### src/rtl/irq_prio_pkg.sv
// Constants, field positions and carrier types for the two level interrupt arbiter.
// Assumes a single clock that doubles as the oscillator of the core timing chain.
package irq_prio_pkg;

  localparam int NUM_SRC = 6;
  localparam int ADDR_W = 8;

  // Register byte offsets on the AXI4-Lite slave
  localparam logic [7:0] OFS_PRIORITY = 8'h00;
  localparam logic [7:0] OFS_ENABLE = 8'h04;
  localparam logic [7:0] OFS_STATUS = 8'h08;

  // Priority select register fields
  localparam int PRIO_OFF_BIT = 7;
  localparam int LVL_THIRD_TIMER_BIT = 5;
  localparam int LVL_SERIAL_BIT = 4;
  localparam int LVL_SECOND_TIMER_BIT = 3;
  localparam int LVL_SECOND_EXT_BIT = 2;
  localparam int LVL_FIRST_TIMER_BIT = 1;
  localparam int LVL_FIRST_EXT_BIT = 0;
  localparam logic [7:0] PRIO_RESET = 8'h00;
  localparam logic [7:0] PRIO_WR_MASK = 8'hbf;

  // Source enable register fields, same source order as priority
  localparam int GLOBAL_EN_BIT = 7;
  localparam logic [7:0] ENABLE_RESET = 8'h00;
  localparam logic [7:0] ENABLE_WR_MASK = 8'hbf;

  // Status register fields
  localparam int STAT_LO_BUSY_BIT = 0;
  localparam int STAT_HI_BUSY_BIT = 1;
  localparam int STAT_CALL_BIT = 2;
  localparam int STAT_SAMPLE_LSB = 8;
  localparam int STAT_MSTATE_LSB = 16;

  // Machine cycle timing in oscillator periods
  localparam int OSC_PER_STATE = 2;
  localparam int STATES_PER_CYCLE = 6;
  localparam logic [2:0] SAMPLE_STATE = 3'h5;
  localparam logic [2:0] POLL_STATE = 3'h1;
  localparam int CYCLE_OSC = OSC_PER_STATE * STATES_PER_CYCLE;

  // Vector layout
  localparam logic [15:0] VEC_BASE = 16'h0003;
  localparam logic [15:0] VEC_STEP = 16'h0008;

  localparam logic [1:0] RESP_OKAY = 2'h0;
  localparam logic [1:0] RESP_SLVERR = 2'h2;

  // Hardware call request handed to the core
  typedef struct packed {
    logic [15:0] addr;
    logic [2:0] src;
    logic high;
  } call_req_type;

  typedef enum logic [1:0] {
    CALL_IDLE = 2'b01,
    CALL_ASK = 2'b10
  } call_state_type;

endpackage : irq_prio_pkg

### src/rtl/irq_prio_arbiter.sv
// Two level interrupt priority arbiter with AXI4-Lite register access.
// Assumes source flags and core handshakes come from logic on aclk.
//
// What this block does
// - Every source owns one priority bit; a one puts it at high level.
// - During low level service only a high level request may preempt.
// - During high level service no further request is accepted.
// - Simultaneous requests of both levels: the high level one wins.
// - Within one level a fixed polling order picks the winner.
// - Priority bit seven set stops level arbitration; enables alone govern.
// - Priority bit five sets the third timer level.
// - Priority bit four sets the serial port level.
// - Priority bit three sets the second timer level.
// - Priority bit two sets the second external interrupt level.
// - Priority bit one sets the first timer level.
// - Priority bit zero sets the first external interrupt level.
// - All flags are captured during state five of every machine cycle.
// - Captured samples are polled in the following machine cycle.
// - An enabled unblocked flag makes the core perform a long vector call.
// - A request is blocked while equal or higher level service runs.
// - The call pushes the program counter then loads the routine address.
// - Only the program counter is saved by hardware, nothing else.
// - Return from service clears the in-progress flag of its level.
// - Global enable bit low stops every acknowledge.
// - Enable bits zero to five enable each source, same order as priority.
// - A machine cycle is six states of two oscillator periods.
//
// Chosen here: the AXI4-Lite slave port and the register offsets.
`timescale 1ns/1ps

module irq_prio_arbiter
  import irq_prio_pkg::*;
(
  input wire logic aclk, // Oscillator rate clock
  input wire logic aresetn, // Synchronous reset, active low
  input wire logic [ADDR_W-1:0] s_axi_awaddr, // Write address
  input wire logic s_axi_awvalid, // Write address valid
  output logic s_axi_awready, // Write address ready
  input wire logic [31:0] s_axi_wdata, // Write data
  input wire logic [3:0] s_axi_wstrb, // Write byte strobes
  input wire logic s_axi_wvalid, // Write data valid
  output logic s_axi_wready, // Write data ready
  output logic [1:0] s_axi_bresp, // Write response
  output logic s_axi_bvalid, // Write response valid
  input wire logic s_axi_bready, // Write response ready
  input wire logic [ADDR_W-1:0] s_axi_araddr, // Read address
  input wire logic s_axi_arvalid, // Read address valid
  output logic s_axi_arready, // Read address ready
  output logic [31:0] s_axi_rdata, // Read data
  output logic [1:0] s_axi_rresp, // Read response
  output logic s_axi_rvalid, // Read data valid
  input wire logic s_axi_rready, // Read data ready
  input wire logic [NUM_SRC-1:0] src_flag, // Source flags, poll order in bit order
  output logic call_valid, // Hardware call requested of the core
  output call_req_type call_req, // Vector, source and level of the call
  input wire logic call_ack, // Core has pushed the program counter and jumped
  input wire logic return_from_service, // Core executed the return instruction
  output logic [2:0] machine_state // Current state number, 1 to 6
);

  // Lowest set bit gives the polling winner
  function automatic logic [2:0] first_set(input logic [NUM_SRC-1:0] m);
    logic [2:0] idx;
    idx = 3'h0;
    for (int i = NUM_SRC - 1; i >= 0; i--) begin
      if (m[i]) idx = 3'(i);
    end
    return idx;
  endfunction : first_set

  // Fixed vector of a source
  function automatic logic [15:0] vector_of(input logic [2:0] src);
    return VEC_BASE + 16'(VEC_STEP * 16'(src));
  endfunction : vector_of

  logic [7:0] priority_select_reg_r;
  logic [7:0] source_enable_reg_r;
  logic [NUM_SRC-1:0] sample_r;
  logic osc_r;
  logic [2:0] state_r;
  logic in_prog_hi_r;
  logic in_prog_lo_r;
  call_state_type call_st_r;
  logic awready_r;
  logic arready_r;
  logic bvalid_r;
  logic rvalid_r;
  logic [1:0] bresp_r;
  logic [1:0] rresp_r;
  logic [31:0] rdata_r;
  call_req_type call_r;

  // Machine cycle timing: two oscillator periods per state, six states
  wire state_last_osc = osc_r == 1'(OSC_PER_STATE - 1);
  wire sample_en = state_last_osc && state_r == SAMPLE_STATE;
  wire poll_en = !osc_r && state_r == POLL_STATE;

  always_ff @(posedge aclk) begin
    if (!aresetn) begin
      osc_r <= 1'b0;
      state_r <= 3'h1;
    end else begin
      osc_r <= !state_last_osc;
      if (state_last_osc) state_r <= (state_r == 3'(STATES_PER_CYCLE)) ? 3'h1 : state_r + 3'h1;
    end
  end

  // Flag capture late in state five
  always_ff @(posedge aclk) begin
    if (!aresetn) sample_r <= '0;
    else if (sample_en) sample_r <= src_flag;
  end

  // Enable gating and level split
  wire global_enable_bit = source_enable_reg_r[GLOBAL_EN_BIT];
  wire priority_circuit_off = priority_select_reg_r[PRIO_OFF_BIT];
  wire [NUM_SRC-1:0] level_bits = {
    priority_select_reg_r[LVL_THIRD_TIMER_BIT],
    priority_select_reg_r[LVL_SERIAL_BIT],
    priority_select_reg_r[LVL_SECOND_TIMER_BIT],
    priority_select_reg_r[LVL_SECOND_EXT_BIT],
    priority_select_reg_r[LVL_FIRST_TIMER_BIT],
    priority_select_reg_r[LVL_FIRST_EXT_BIT]
  };
  wire [NUM_SRC-1:0] armed = sample_r & source_enable_reg_r[NUM_SRC-1:0];
  wire [NUM_SRC-1:0] eligible = global_enable_bit ? armed : '0;
  wire [NUM_SRC-1:0] hi_req = priority_circuit_off ? '0 : eligible & level_bits;
  wire [NUM_SRC-1:0] lo_req = priority_circuit_off ? eligible : eligible & ~level_bits;

  // Blocking by service already in progress
  wire allow_hi = !in_prog_hi_r;
  wire allow_lo = !in_prog_hi_r && !in_prog_lo_r;
  wire pick_high = |hi_req && allow_hi;
  wire pick_low = !pick_high && |lo_req && allow_lo;
  wire [NUM_SRC-1:0] pick_mask = pick_high ? hi_req : lo_req;
  wire [2:0] pick_idx = first_set(pick_mask);
  wire start = poll_en && call_st_r == CALL_IDLE && (pick_high || pick_low);
  wire accepted = call_st_r == CALL_ASK && call_ack;

  // Call request toward the core; core pushes only the program counter
  always_ff @(posedge aclk) begin
    if (!aresetn) begin
      call_st_r <= CALL_IDLE;
      call_r <= '0;
    end else begin
      case (call_st_r)
        CALL_IDLE: begin
          if (start) begin
            call_st_r <= CALL_ASK;
            call_r <= '{addr: vector_of(pick_idx), src: pick_idx, high: pick_high};
          end
        end
        CALL_ASK: begin
          if (call_ack) call_st_r <= CALL_IDLE;
        end
        default: call_st_r <= CALL_IDLE;
      endcase
    end
  end

  // In-progress flags; an acceptance wins over a return in the same cycle
  wire clr_hi = return_from_service && in_prog_hi_r;
  wire clr_lo = return_from_service && !in_prog_hi_r && in_prog_lo_r;

  always_ff @(posedge aclk) begin
    if (!aresetn) begin
      in_prog_hi_r <= 1'b0;
      in_prog_lo_r <= 1'b0;
    end else begin
      in_prog_hi_r <= (accepted && call_r.high) || (in_prog_hi_r && !clr_hi);
      in_prog_lo_r <= (accepted && !call_r.high) || (in_prog_lo_r && !clr_lo);
    end
  end

  // AXI4-Lite write path: address and data taken together
  wire wr_go = s_axi_awvalid && s_axi_wvalid && !awready_r && !bvalid_r;
  wire wr_take = awready_r && s_axi_awvalid && s_axi_wvalid;
  wire wr_prio = s_axi_awaddr == OFS_PRIORITY;
  wire wr_enab = s_axi_awaddr == OFS_ENABLE;
  wire wr_known = wr_prio || wr_enab || s_axi_awaddr == OFS_STATUS;
  wire [7:0] wbyte = s_axi_wdata[7:0];

  always_ff @(posedge aclk) begin
    if (!aresetn) begin
      awready_r <= 1'b0;
      bvalid_r <= 1'b0;
      bresp_r <= RESP_OKAY;
    end else begin
      awready_r <= wr_go;
      if (wr_take) begin
        bvalid_r <= 1'b1;
        bresp_r <= wr_known ? RESP_OKAY : RESP_SLVERR;
      end else if (s_axi_bready) bvalid_r <= 1'b0;
    end
  end

  // Software registers; reserved bit six stays zero
  always_ff @(posedge aclk) begin
    if (!aresetn) begin
      priority_select_reg_r <= PRIO_RESET;
      source_enable_reg_r <= ENABLE_RESET;
    end else if (wr_take && s_axi_wstrb[0]) begin
      if (wr_prio) priority_select_reg_r <= wbyte & PRIO_WR_MASK;
      if (wr_enab) source_enable_reg_r <= wbyte & ENABLE_WR_MASK;
    end
  end

  // AXI4-Lite read path
  wire rd_go = s_axi_arvalid && !arready_r && !rvalid_r;
  wire rd_take = arready_r && s_axi_arvalid;
  wire [31:0] status_word = {13'h0, state_r, 2'h0, sample_r, 5'h0,
                             call_st_r == CALL_ASK, in_prog_hi_r, in_prog_lo_r};
  wire rd_prio = s_axi_araddr == OFS_PRIORITY;
  wire rd_enab = s_axi_araddr == OFS_ENABLE;
  wire rd_stat = s_axi_araddr == OFS_STATUS;
  wire [31:0] rd_word = rd_prio ? {24'h0, priority_select_reg_r} :
                        rd_enab ? {24'h0, source_enable_reg_r} :
                        rd_stat ? status_word : 32'h0;

  always_ff @(posedge aclk) begin
    if (!aresetn) begin
      arready_r <= 1'b0;
      rvalid_r <= 1'b0;
      rresp_r <= RESP_OKAY;
      rdata_r <= 32'h0;
    end else begin
      arready_r <= rd_go;
      if (rd_take) begin
        rvalid_r <= 1'b1;
        rdata_r <= rd_word;
        rresp_r <= (rd_prio || rd_enab || rd_stat) ? RESP_OKAY : RESP_SLVERR;
      end else if (s_axi_rready) rvalid_r <= 1'b0;
    end
  end

  // Outputs straight from flip-flops, call_valid decoded from call_st_r
  assign s_axi_awready = awready_r;
  assign s_axi_wready = awready_r;
  assign s_axi_bvalid = bvalid_r;
  assign s_axi_bresp = bresp_r;
  assign s_axi_arready = arready_r;
  assign s_axi_rvalid = rvalid_r;
  assign s_axi_rdata = rdata_r;
  assign s_axi_rresp = rresp_r;
  assign call_valid = call_st_r == CALL_ASK;
  assign call_req = call_r;
  assign machine_state = state_r;

  // Clocks since the last capture; feeds the machine cycle length check
  logic [3:0] gap_r;

  always_ff @(posedge aclk) begin
    if (!aresetn) gap_r <= 4'h0;
    else if (sample_en) gap_r <= 4'h0;
    else gap_r <= gap_r + 4'h1;
  end
endmodule : irq_prio_arbiter

### config.mk
export PLATFORM = sky130hd
export DESIGN_NAME = irq_prio_arbiter
export DESIGN_NICKNAME = d
export VERILOG_FILES = /design/src/rtl/irq_prio_pkg.sv /design/src/rtl/irq_prio_arbiter.sv
export SDC_FILE = /design/constraint.sdc
export NUM_CORES = 1
export LEC_CHECK = 0
export BUFFER_PORTS_ARGS = -buffer_cell sky130_fd_sc_hd__buf_2
export CAP_MARGIN = 20
export CORE_MARGIN = 5
export CORE_UTILIZATION = 50
export DETAILED_ROUTE_END_ITERATION = 8
export GPL_ROUTABILITY_DRIVEN = 0
export PLACE_DENSITY = 0.85
export SLEW_MARGIN = 20
export SYNTH_ARGS = -nofsm -noshare
export SYNTH_HDL_FRONTEND = slang
export SYNTH_SLANG_ARGS = --single-unit
### constraint.sdc
create_clock -name aclk -period 5.2 [get_ports aclk]
set_input_delay 0.26 -clock aclk [delete_from_list [all_inputs] [get_ports aclk]]
set_output_delay 0.26 -clock aclk [all_outputs]
set_load 0.005 [all_outputs]
* After elaboration in Yosys (flattened, before gate mapping)
Index checks and enable logic that the tools add are counted.
Storage, ports and cells: latch bits 0, RAM bits 0, memories kept 0, ROM bits 0, logic and storage cells 111, output and inout bits 65, bits in registers 88
Cells by class: bitwise gates (word level) 4, div/mod/pow operators 0, multipliers 0, shift-type cells 0, equal/unequal tests 11, order comparisons 0, reductions and logical operators 53, add/subtract/negate cells 2, mux-type cells 23
Operators by type and width (number):
- 19-bit 2-to-1 mux | 3
- 1-bit logical AND | 25
- 6-bit 2-to-1 mux | 4
- 3-bit 2-to-1 mux | 7
- 6-bit bitwise AND | 3
- 8-bit by 3-bit == test with 1-bit output (second input constant) | 2
- 8-bit by 4-bit == test with 1-bit output (second input constant) | 2
- 8-bit logical NOT | 2
- 6-bit OR reduction | 2
- 1-bit logical NOT | 11
- 2-bit 2-to-1 mux | 4
- 2-bit AND reduction | 4
- 2-bit by 6-bit adder with 7-bit output (first input constant) | 1
- 1-bit logical OR | 7
- 3-bit == test (second input constant) | 2
- 6-bit NOT | 1
- 1-bit 2-to-1 mux | 4
- 2-bit one-hot mux with 2 select lines | 1
- 2-bit nonzero test | 2
- 3-bit by 1-bit adder with 3-bit output (second input constant) | 1
- 3-bit by 1-bit == test with 1-bit output (second input constant) | 1
- 2-bit by 1-bit == test with 1-bit output (second input constant) | 1
- 2-bit == test (second input constant) | 1
- 2-bit by 1-bit inequality test with 1-bit output (second input constant) | 1
- 2-bit inequality test (second input constant) | 1

* Depth between registers and ports, before layout
Gate-level depths: netlist of the first run.
word-level depth 14, depth in mapped cells 7, depth with buffers taken out 6

* Worst setup path before layout of the first run
No wires, ideal clock.
path kind reg2reg, start register priority_select_reg_r[7], end register call_r (netlist bit call_req[2]), clock period less this slack 1.847 ns, slack 3.353 ns, cell stages (with the launch flop) 7, data required time 5.083 ns, setup time 0.117 ns, arrival 1.731 ns, cells stage by stage dfxtp_1 -> nand2b_2 -> or2_2 -> nand4b_4 -> nor2b_1 -> mux2_2 -> a22o_1
Between the ends: word-level cells in the longest chain between the ends 9
RTL lines:
- from (decl) | line irq_prio_arbiter.sv:76 | logic [7:0] priority_select_reg_r;
- from (signal assigned) | line irq_prio_arbiter.sv:203 | if (wr_prio) priority_select_reg_r <= wbyte & PRIO_WR_MASK;
- 6-bit 2-to-1 mux | line irq_prio_arbiter.sv:127 | wire [NUM_SRC-1:0] hi_req = priority_circuit_off ? '0 : eligible & level_bits;
- 6-bit OR reduction | line irq_prio_arbiter.sv:133 | wire pick_high = |hi_req && allow_hi;
- 1-bit logical AND | line irq_prio_arbiter.sv:133
- 6-bit 2-to-1 mux or 1-bit logical NOT (tied branches) | line irq_prio_arbiter.sv:135, irq_prio_arbiter.sv:134
- 3-bit 2-to-1 mux or 1-bit logical AND (tied branches) (2 in a row) | line irq_prio_arbiter.sv:66, irq_prio_arbiter.sv:134
- 3-bit 2-to-1 mux or 1-bit logical OR (tied branches) | line irq_prio_arbiter.sv:66, irq_prio_arbiter.sv:137
- 3-bit 2-to-1 mux or 1-bit logical AND (tied branches) | line irq_prio_arbiter.sv:66, irq_prio_arbiter.sv:137
- 3-bit 2-to-1 mux or 2-bit AND reduction (tied branches)
- to (signal assigned) | line irq_prio_arbiter.sv:150 | call_r <= '{addr: vector_of(pick_idx), src: pick_idx, high: pick_high};
- to (decl) | line irq_prio_arbiter.sv:91 | call_req_type call_r;
Parallel ways exist; a longest one is shown, timed or not. A chain may end at the register's enable or synchronous reset.

* Worst setup path after layout of the first run
start register source_enable_reg_r[7], end register call_r (netlist bit call_req[2])
Between the ends: word-level cells in the longest chain between the ends 11
RTL lines:
- from (decl) | line irq_prio_arbiter.sv:77 | logic [7:0] source_enable_reg_r;
- from (signal assigned) | line irq_prio_arbiter.sv:204 | if (wr_enab) source_enable_reg_r <= wbyte & ENABLE_WR_MASK;
- 6-bit 2-to-1 mux (*) | line irq_prio_arbiter.sv:126 | wire [NUM_SRC-1:0] eligible = global_enable_bit ? armed : '0;
- 6-bit bitwise AND | line irq_prio_arbiter.sv:127
- 6-bit 2-to-1 mux | line irq_prio_arbiter.sv:127
- 6-bit OR reduction | line irq_prio_arbiter.sv:133
- 1-bit logical AND | line irq_prio_arbiter.sv:133
- 6-bit 2-to-1 mux or 1-bit logical NOT (tied branches) | line irq_prio_arbiter.sv:135, irq_prio_arbiter.sv:134
- 3-bit 2-to-1 mux or 1-bit logical AND (tied branches) (2 in a row) | line irq_prio_arbiter.sv:66, irq_prio_arbiter.sv:134
- 3-bit 2-to-1 mux or 1-bit logical OR (tied branches) | line irq_prio_arbiter.sv:66, irq_prio_arbiter.sv:137
- 3-bit 2-to-1 mux or 1-bit logical AND (tied branches) | line irq_prio_arbiter.sv:66, irq_prio_arbiter.sv:137
- 3-bit 2-to-1 mux or 2-bit AND reduction (tied branches)
Every way passes the cells marked *; elsewhere a longest branch is shown, timed or not.

==> results.ini, run 1 <==
[pwr]
power_frac_seq=0.577
ir_drop_mv=0.213
netSwitchingPower_uw=190
clockPowerShare=0.349
p_per_area_nw_per_um2=236
combPwrFrac=0.074
intPower_uw=560
sw_frac_of_total=0.253
p_leak_uw=0.00145

[yosys]
synth_cell_types=53
synth_edf_count=0
ys_ff_latch=55
syn_area_per_cell_sq_um=8.60
ys_seq_area_frac=0.391
synth_cells=327
synth_area_sq_um=2810
synthArstFlopShare=0
synth_ff_type=dfxtp_1
yosys_warnings=0

[sta]
finalCriticalPeriod_ns=2.18
finalSetupViolCount=0
tns_ns=0
tightest_slew_ns=0.667
skew_ns=0.00921
rsz0062_at_grt=no
post-route-period-util=0.418
slew_headroom=0.554
maxSlewViolCount=0
hold_slack_ns=0.160
max_freq_mhz=460
hold_viol=0

[final_layout]
nNetsFinal=457
areaGrowthSynthToFinish_pct=13.2
drive_above_1_share=0.261
diodes=0
layout_commonest_cell=buf_2
multi_input_area_sq_um=1480
seq_area_sq_um=1100
mostFrequentLayoutCells=74 x buf_2, 55 x dfxtp_1, 46 x nor2_1, 29 x conb_1
nFillCells=496

[setup_path]
reg2regPathDepth=6
crit_type=flop to flop
crit_chain=nor2b_1, nand4_1, nand4b_4, nor2b_1, mux2_2, a22o_1
timing.critical_path.slowest_stage_cell=dfxtp_1
startpoint_type=flop
worst_r2r_endpoint=call_req[2]
slowest_delay_ns=0.54
arrival_ns=2.39
r2r_setup_slack_ns=3.02
cp_common_cell=nor2b_1
worst_ep_required_time_ns=5.42
cp-end-kind=flop
worst-path-max-fanout=10
r2r_start=source_enable_reg_r[7]

[routing]
num_vias=2494
drt_iter0_markers=168
avgViaCountPerCell=5.39
first_pass_iters=4
avgRoutedWirePerCell_um=14.4
routed_wl_um=6690
ant_nets=0
drc=0

[global_routing]
antenna_found_initial=0
grt_overflow=0
grt_pass1_vias=2386
grt_max_degree=44
globalRouteTotalUtil=0.183
grt_first_pass_wirelength_um=11000

[floorplan]
ios=132
die_area_sq_um=7230
die_y_um=85
coreArea_sq_um=5470
dieWidth_um=85
start_util=0.514
rows=27

[cts]
cts_resized=0
numCtsBuffers=5
cts_tree=built
clkTransAtPathRegs_ns=0.11
worstSkewPairLatency_ns=0.32
clockBufferDepth=2
cts.sinks=55
htreeDepth=2
postCtsHoldBufs=0
root_buffer=clkbuf_8
postCtsSetupBuffers=0

[place]
port_buffers=74
dp_hpwl_um=5090

[hold_path]
min_delay_path_depth=3
min_to=s_axi_awready
min-delay-start=s_axi_wvalid
hold_class=primary input to flop

[run]
max-cap-violations=0

[run_status]
outcome=completed

Yosys cell counts, types with 3 or more instances:
cell type / instances / area [sq um]
o21ai_0: 6 / 30.0
and3_1: 4 / 25.0
dfxtp_1: 55 / 1100
buf_1: 3 / 11.3
buf_4: 34 / 255
inv_1: 8 / 30.0
a22o_1: 3 / 26.3
xnor2_1: 4 / 35.0
nor2_1: 46 / 173
nand4_1: 3 / 18.8
mux2i_1: 17 / 170
nand2_1: 17 / 63.8
nand2b_1: 4 / 25.0
a31oi_1: 3 / 18.8
nor2b_1: 10 / 62.6
a22oi_1: 13 / 97.6
nand3_1: 19 / 95.1
mux2_2: 5 / 56.3
clkbuf_1: 9 / 33.8
nor3_1: 3 / 15.0
a21oi_1: 19 / 95.1
routing by layer:
layer	vias to the layer above	GRT usage	share of wire
li1	1211	-	-
met1	1196	0.223	0.42
met2	77	0.320	0.51
met3	10	0.0408	0.062
met4	0	0.0576	0.016
met5	-	0	0
critical path: cells and delay by family, from the launching register on:
kind	cells	cell delay, ns
flops	1	0.54
mux	1	0.35
simple gates	4	0.98
compound gates	1	0.19
sequential cells by signal (all words and copies together) (netlist names), 2 cells and up:
name                   cells
call_req                   5
call_st_r                  2
machine_state              3
priority_select_reg_r      7
s_axi_rdata               16
sample_r                   6
source_enable_reg_r        7
metrics by stage:
step           utilization  total power [uW]  instances  cell area [sq um]  setup slack (ns)
3_5_place_dp         0.563               497        455               3080              3.07
4_1_cts              0.582               753        463               3180              3.05
3_3_place_gp         0.563               495        455               3080              3.11
6_report             0.582               750        463               3180              3.02
2_1_floorplan            -               487        355               2920              3.35
5_1_grt              0.582               781        463               3180              2.93
cell type report:
cell class / instances / area share
Clock buffer: 6 / 0.0259
Clock inverter: 2 / 0.00629
Inverter: 8 / 0.00943
Multi-Input combinational cell: 245 / 0.465
Sequential cell: 55 / 0.346
Tap cell: 72 / 0.0283
Timing Repair Buffer: 75 / 0.119
worst max path at each step:
stage,to,depth (start not counted),start
after CTS,call_req[2],6,source_enable_reg_r[7]
after global routing,call_req[2],6,source_enable_reg_r[7]
after detailed placement,call_req[2],6,source_enable_reg_r[7]
after global placement,call_req[2],6,source_enable_reg_r[7]
final,call_req[2],6,source_enable_reg_r[7]
after floorplan,call_req[2],6,priority_select_reg_r[7]
logic make-up (layout without fill, tap and decap cells):
group	Yosys count	in the layout	share of synthesized area
AND/OR/NAND/NOR	123	123	0.232
AO/OA/AOI/OAI	67	67	0.163
flip-flops	55	55	0.391
buffers and inverters	55	91	0.119
multiplexers	22	22	0.0805
XOR/XNOR	4	4	0.0125
other	1	29	0.00133
power by group through the flow:
stage / Clock (uW) / Sequential, uW / Combinational, uW
CTS: 266 / 433 / 54.8
global route: 284 / 434 / 62.2
global placement: 0 / 442 / 53.3
floorplan: 0 / 440 / 47.3
detailed placement: 0 / 442 / 54.4
finish: 262 / 433 / 55.4
Note: power is estimated with default switching activity, not from simulation.
==> run 2, diff against run 1 <==
--- a/config.mk
+++ b/config.mk
@@ -8,10 +8,10 @@
 export BUFFER_PORTS_ARGS = -buffer_cell sky130_fd_sc_hd__buf_2
 export CAP_MARGIN = 20
 export CORE_MARGIN = 5
-export CORE_UTILIZATION = 50
+export CORE_UTILIZATION = 47
 export DETAILED_ROUTE_END_ITERATION = 8
 export GPL_ROUTABILITY_DRIVEN = 0
-export PLACE_DENSITY = 0.85
+export PLACE_DENSITY = 0.81
 export SLEW_MARGIN = 20
 export SYNTH_ARGS = -nofsm -noshare
 export SYNTH_HDL_FRONTEND = slang
==> constraint.sdc (replaced) <==
create_clock -name aclk -period 2.2 [get_ports aclk]
set_input_delay 0.11 -clock aclk [delete_from_list [all_inputs] [get_ports aclk]]
set_output_delay 0.11 -clock aclk [all_outputs]
set_load 0.005 [all_outputs]
==> results.ini, run 2 (synthesis gave the netlist of run 1 again) <==
[run_status]
outcome=completed

[final_layout]
diodes=0  ; unchanged
mostFrequentLayoutCells=74 x buf_2, 55 x dfxtp_1, 46 x nor2_1, 29 x conb_1
largest_reg_flops=16  ; unchanged
layout_commonest_cell=buf_2
drive_above_1_share=0.276  ; +0.0148
areaGrowthSynthToFinish_pct=16.1
nNetsFinal=465  ; +1.8%

[pwr]
ir_drop_mv=0.442  ; +110%
p_leak_uw=0.00149  ; +3.3%
sw_frac_of_total=0.234  ; -0.0194
p_per_area_nw_per_um2=576  ; +140%
combPwrFrac=0.076  ; +0.002
power_frac_seq=0.543  ; -0.034
intPower_uw=1440  ; +160%
netSwitchingPower_uw=440  ; +130%
clockPowerShare=0.381  ; +0.032
finalPower_uw=1880  ; +150%

[cts]
clockBufferDepth=2  ; unchanged
clkTransAtPathRegs_ns=0.10  ; about the same
cts_tree=built
root_buffer=clkbuf_8
numCtsBuffers=5  ; unchanged
htreeDepth=2  ; unchanged
cts.sinks=55  ; unchanged
worstSkewPairLatency_ns=0.31  ; about the same

[hold_path]
min-delay-start=s_axi_wvalid
min_delay_path_depth=3  ; unchanged
min_to=s_axi_awready
hold_class=primary input to flop

[setup_path]
worst_ep_required_time_ns=2.42  ; -3.00 ns
arrival_ns=2.22  ; -0.17 ns
worst-path-max-fanout=10  ; unchanged
r2r_start=priority_select_reg_r[7]
cp-end-kind=flop
reg2regPathDepth=6  ; unchanged
worst_r2r_endpoint=call_req[2]
crit_type=flop to flop
r2r_setup_slack_ns=0.20  ; -2.82 ns
startpoint_type=flop

[sta]
hold_viol=0  ; unchanged
skew_ns=0.00651  ; -0.00270 ns
finalCriticalPeriod_ns=2.00  ; -0.176 ns
tns_ns=0  ; unchanged
rsz0062_at_grt=no
hold_slack_ns=0.0329  ; -0.127 ns
post-route-period-util=0.909  ; +0.491
max_freq_mhz=500  ; +8.8%
finalSetupViolCount=0  ; unchanged
maxSlewViolCount=0  ; unchanged

[routing]
drc=0  ; unchanged
ant_nets=0  ; unchanged
first_pass_iters=5  ; +1
num_vias=2487  ; -0.28%
drt_iter0_markers=181  ; +7.7%
routed_wl_um=6740  ; +0.84%
avgViaCountPerCell=5.25  ; -2.6%
avgRoutedWirePerCell_um=14.2  ; -1.5%

[global_routing]
grt_max_degree=44  ; unchanged
grt_overflow=0  ; unchanged
antenna_found_initial=0  ; unchanged
grt_first_pass_wirelength_um=11200  ; +2.5%
globalRouteTotalUtil=0.182  ; -0.000914
grt_pass1_vias=2411  ; +1.0%

[place]
dp_hpwl_um=5190  ; +2.1%
port_buffers=74  ; unchanged

[floorplan]
rows=28  ; +3.7%
dieWidth_um=87.4  ; +2.8%
coreArea_sq_um=5890  ; +7.5%
die_area_sq_um=7630  ; +5.6%
ios=132  ; unchanged
start_util=0.478  ; -0.0361
die_y_um=87.4  ; +2.8%

[run]
max-cap-violations=0  ; unchanged

-- run 2: layout make-up --
type                            count  area, sq um
Timing Repair Buffer               83          438
Tap cell                           75         93.8
Fill cell                         546         2620
Clock inverter                      2         38.8
Inverter                            8         30.0
Sequential cell                    55         1100
Clock buffer                        6         82.6
Multi-Input combinational cell    245         1480
-- run 2: per-stage QoR --
| step | util | instance area, sq um | cells | setup WS (ns) |
|---|---|---|---|---|
| after floorplan | - | 2920 | 355 | 0.353 |
| after detailed placement | 0.533 | 3140 | 465 | 0.226 |
| after global placement | 0.533 | 3140 | 465 | 0.256 |
| after global routing | 0.555 | 3270 | 474 | 0.0511 |
| final | 0.555 | 3270 | 474 | 0.200 |
| after CTS | 0.554 | 3260 | 473 | 0.189 |
-- run 2: what timing repair did --
action                                  4_1_cts  5_1_grt
buffers inserted                              0        1
resized for setup                             0        0
endpoints found under the setup margin        0        1
hold buffers                                  0        0
-- run 2: routing by layer --
metal	part of all wire	GRT usage	vias to the layer above
li1	-	-	1227
met1	0.43	0.228	1135
met2	0.47	0.297	110
met3	0.085	0.0482	15
met4	0.020	0.0739	0
met5	0	0	-
-- run 2: worst max path at each step --
stage	startpoint	end	slack (ns)
6_report	priority_select_reg_r[7]	call_req[2]	0.20
5_1_grt	priority_select_reg_r[7]	call_req[2]	0.05
4_1_cts	source_enable_reg_r[7]	call_req[2]	0.19
3_5_place_dp	priority_select_reg_r[7]	call_req[2]	0.23
3_3_place_gp	priority_select_reg_r[7]	call_req[2]	0.26
2_1_floorplan	priority_select_reg_r[7]	call_req[2]	0.35
-- run 2: power groups by stage --
stage	Clock, uW	Combinational, uW	Sequential [uW]
floorplan	0	112	1040
global placement	0	139	1040
detailed placement	0	142	1040
CTS	723	143	1020
global route	771	162	1020
finish	716	143	1020
-- run 2: worst max-delay path, stage by stage, from the launching register on --
cell,delay (ns)
dfxtp_1,0.41
nand2b_2,0.26
or2_2,0.36
nand4b_4,0.13
nor2b_1,0.20
mux2_2,0.35
a22o_1,0.19
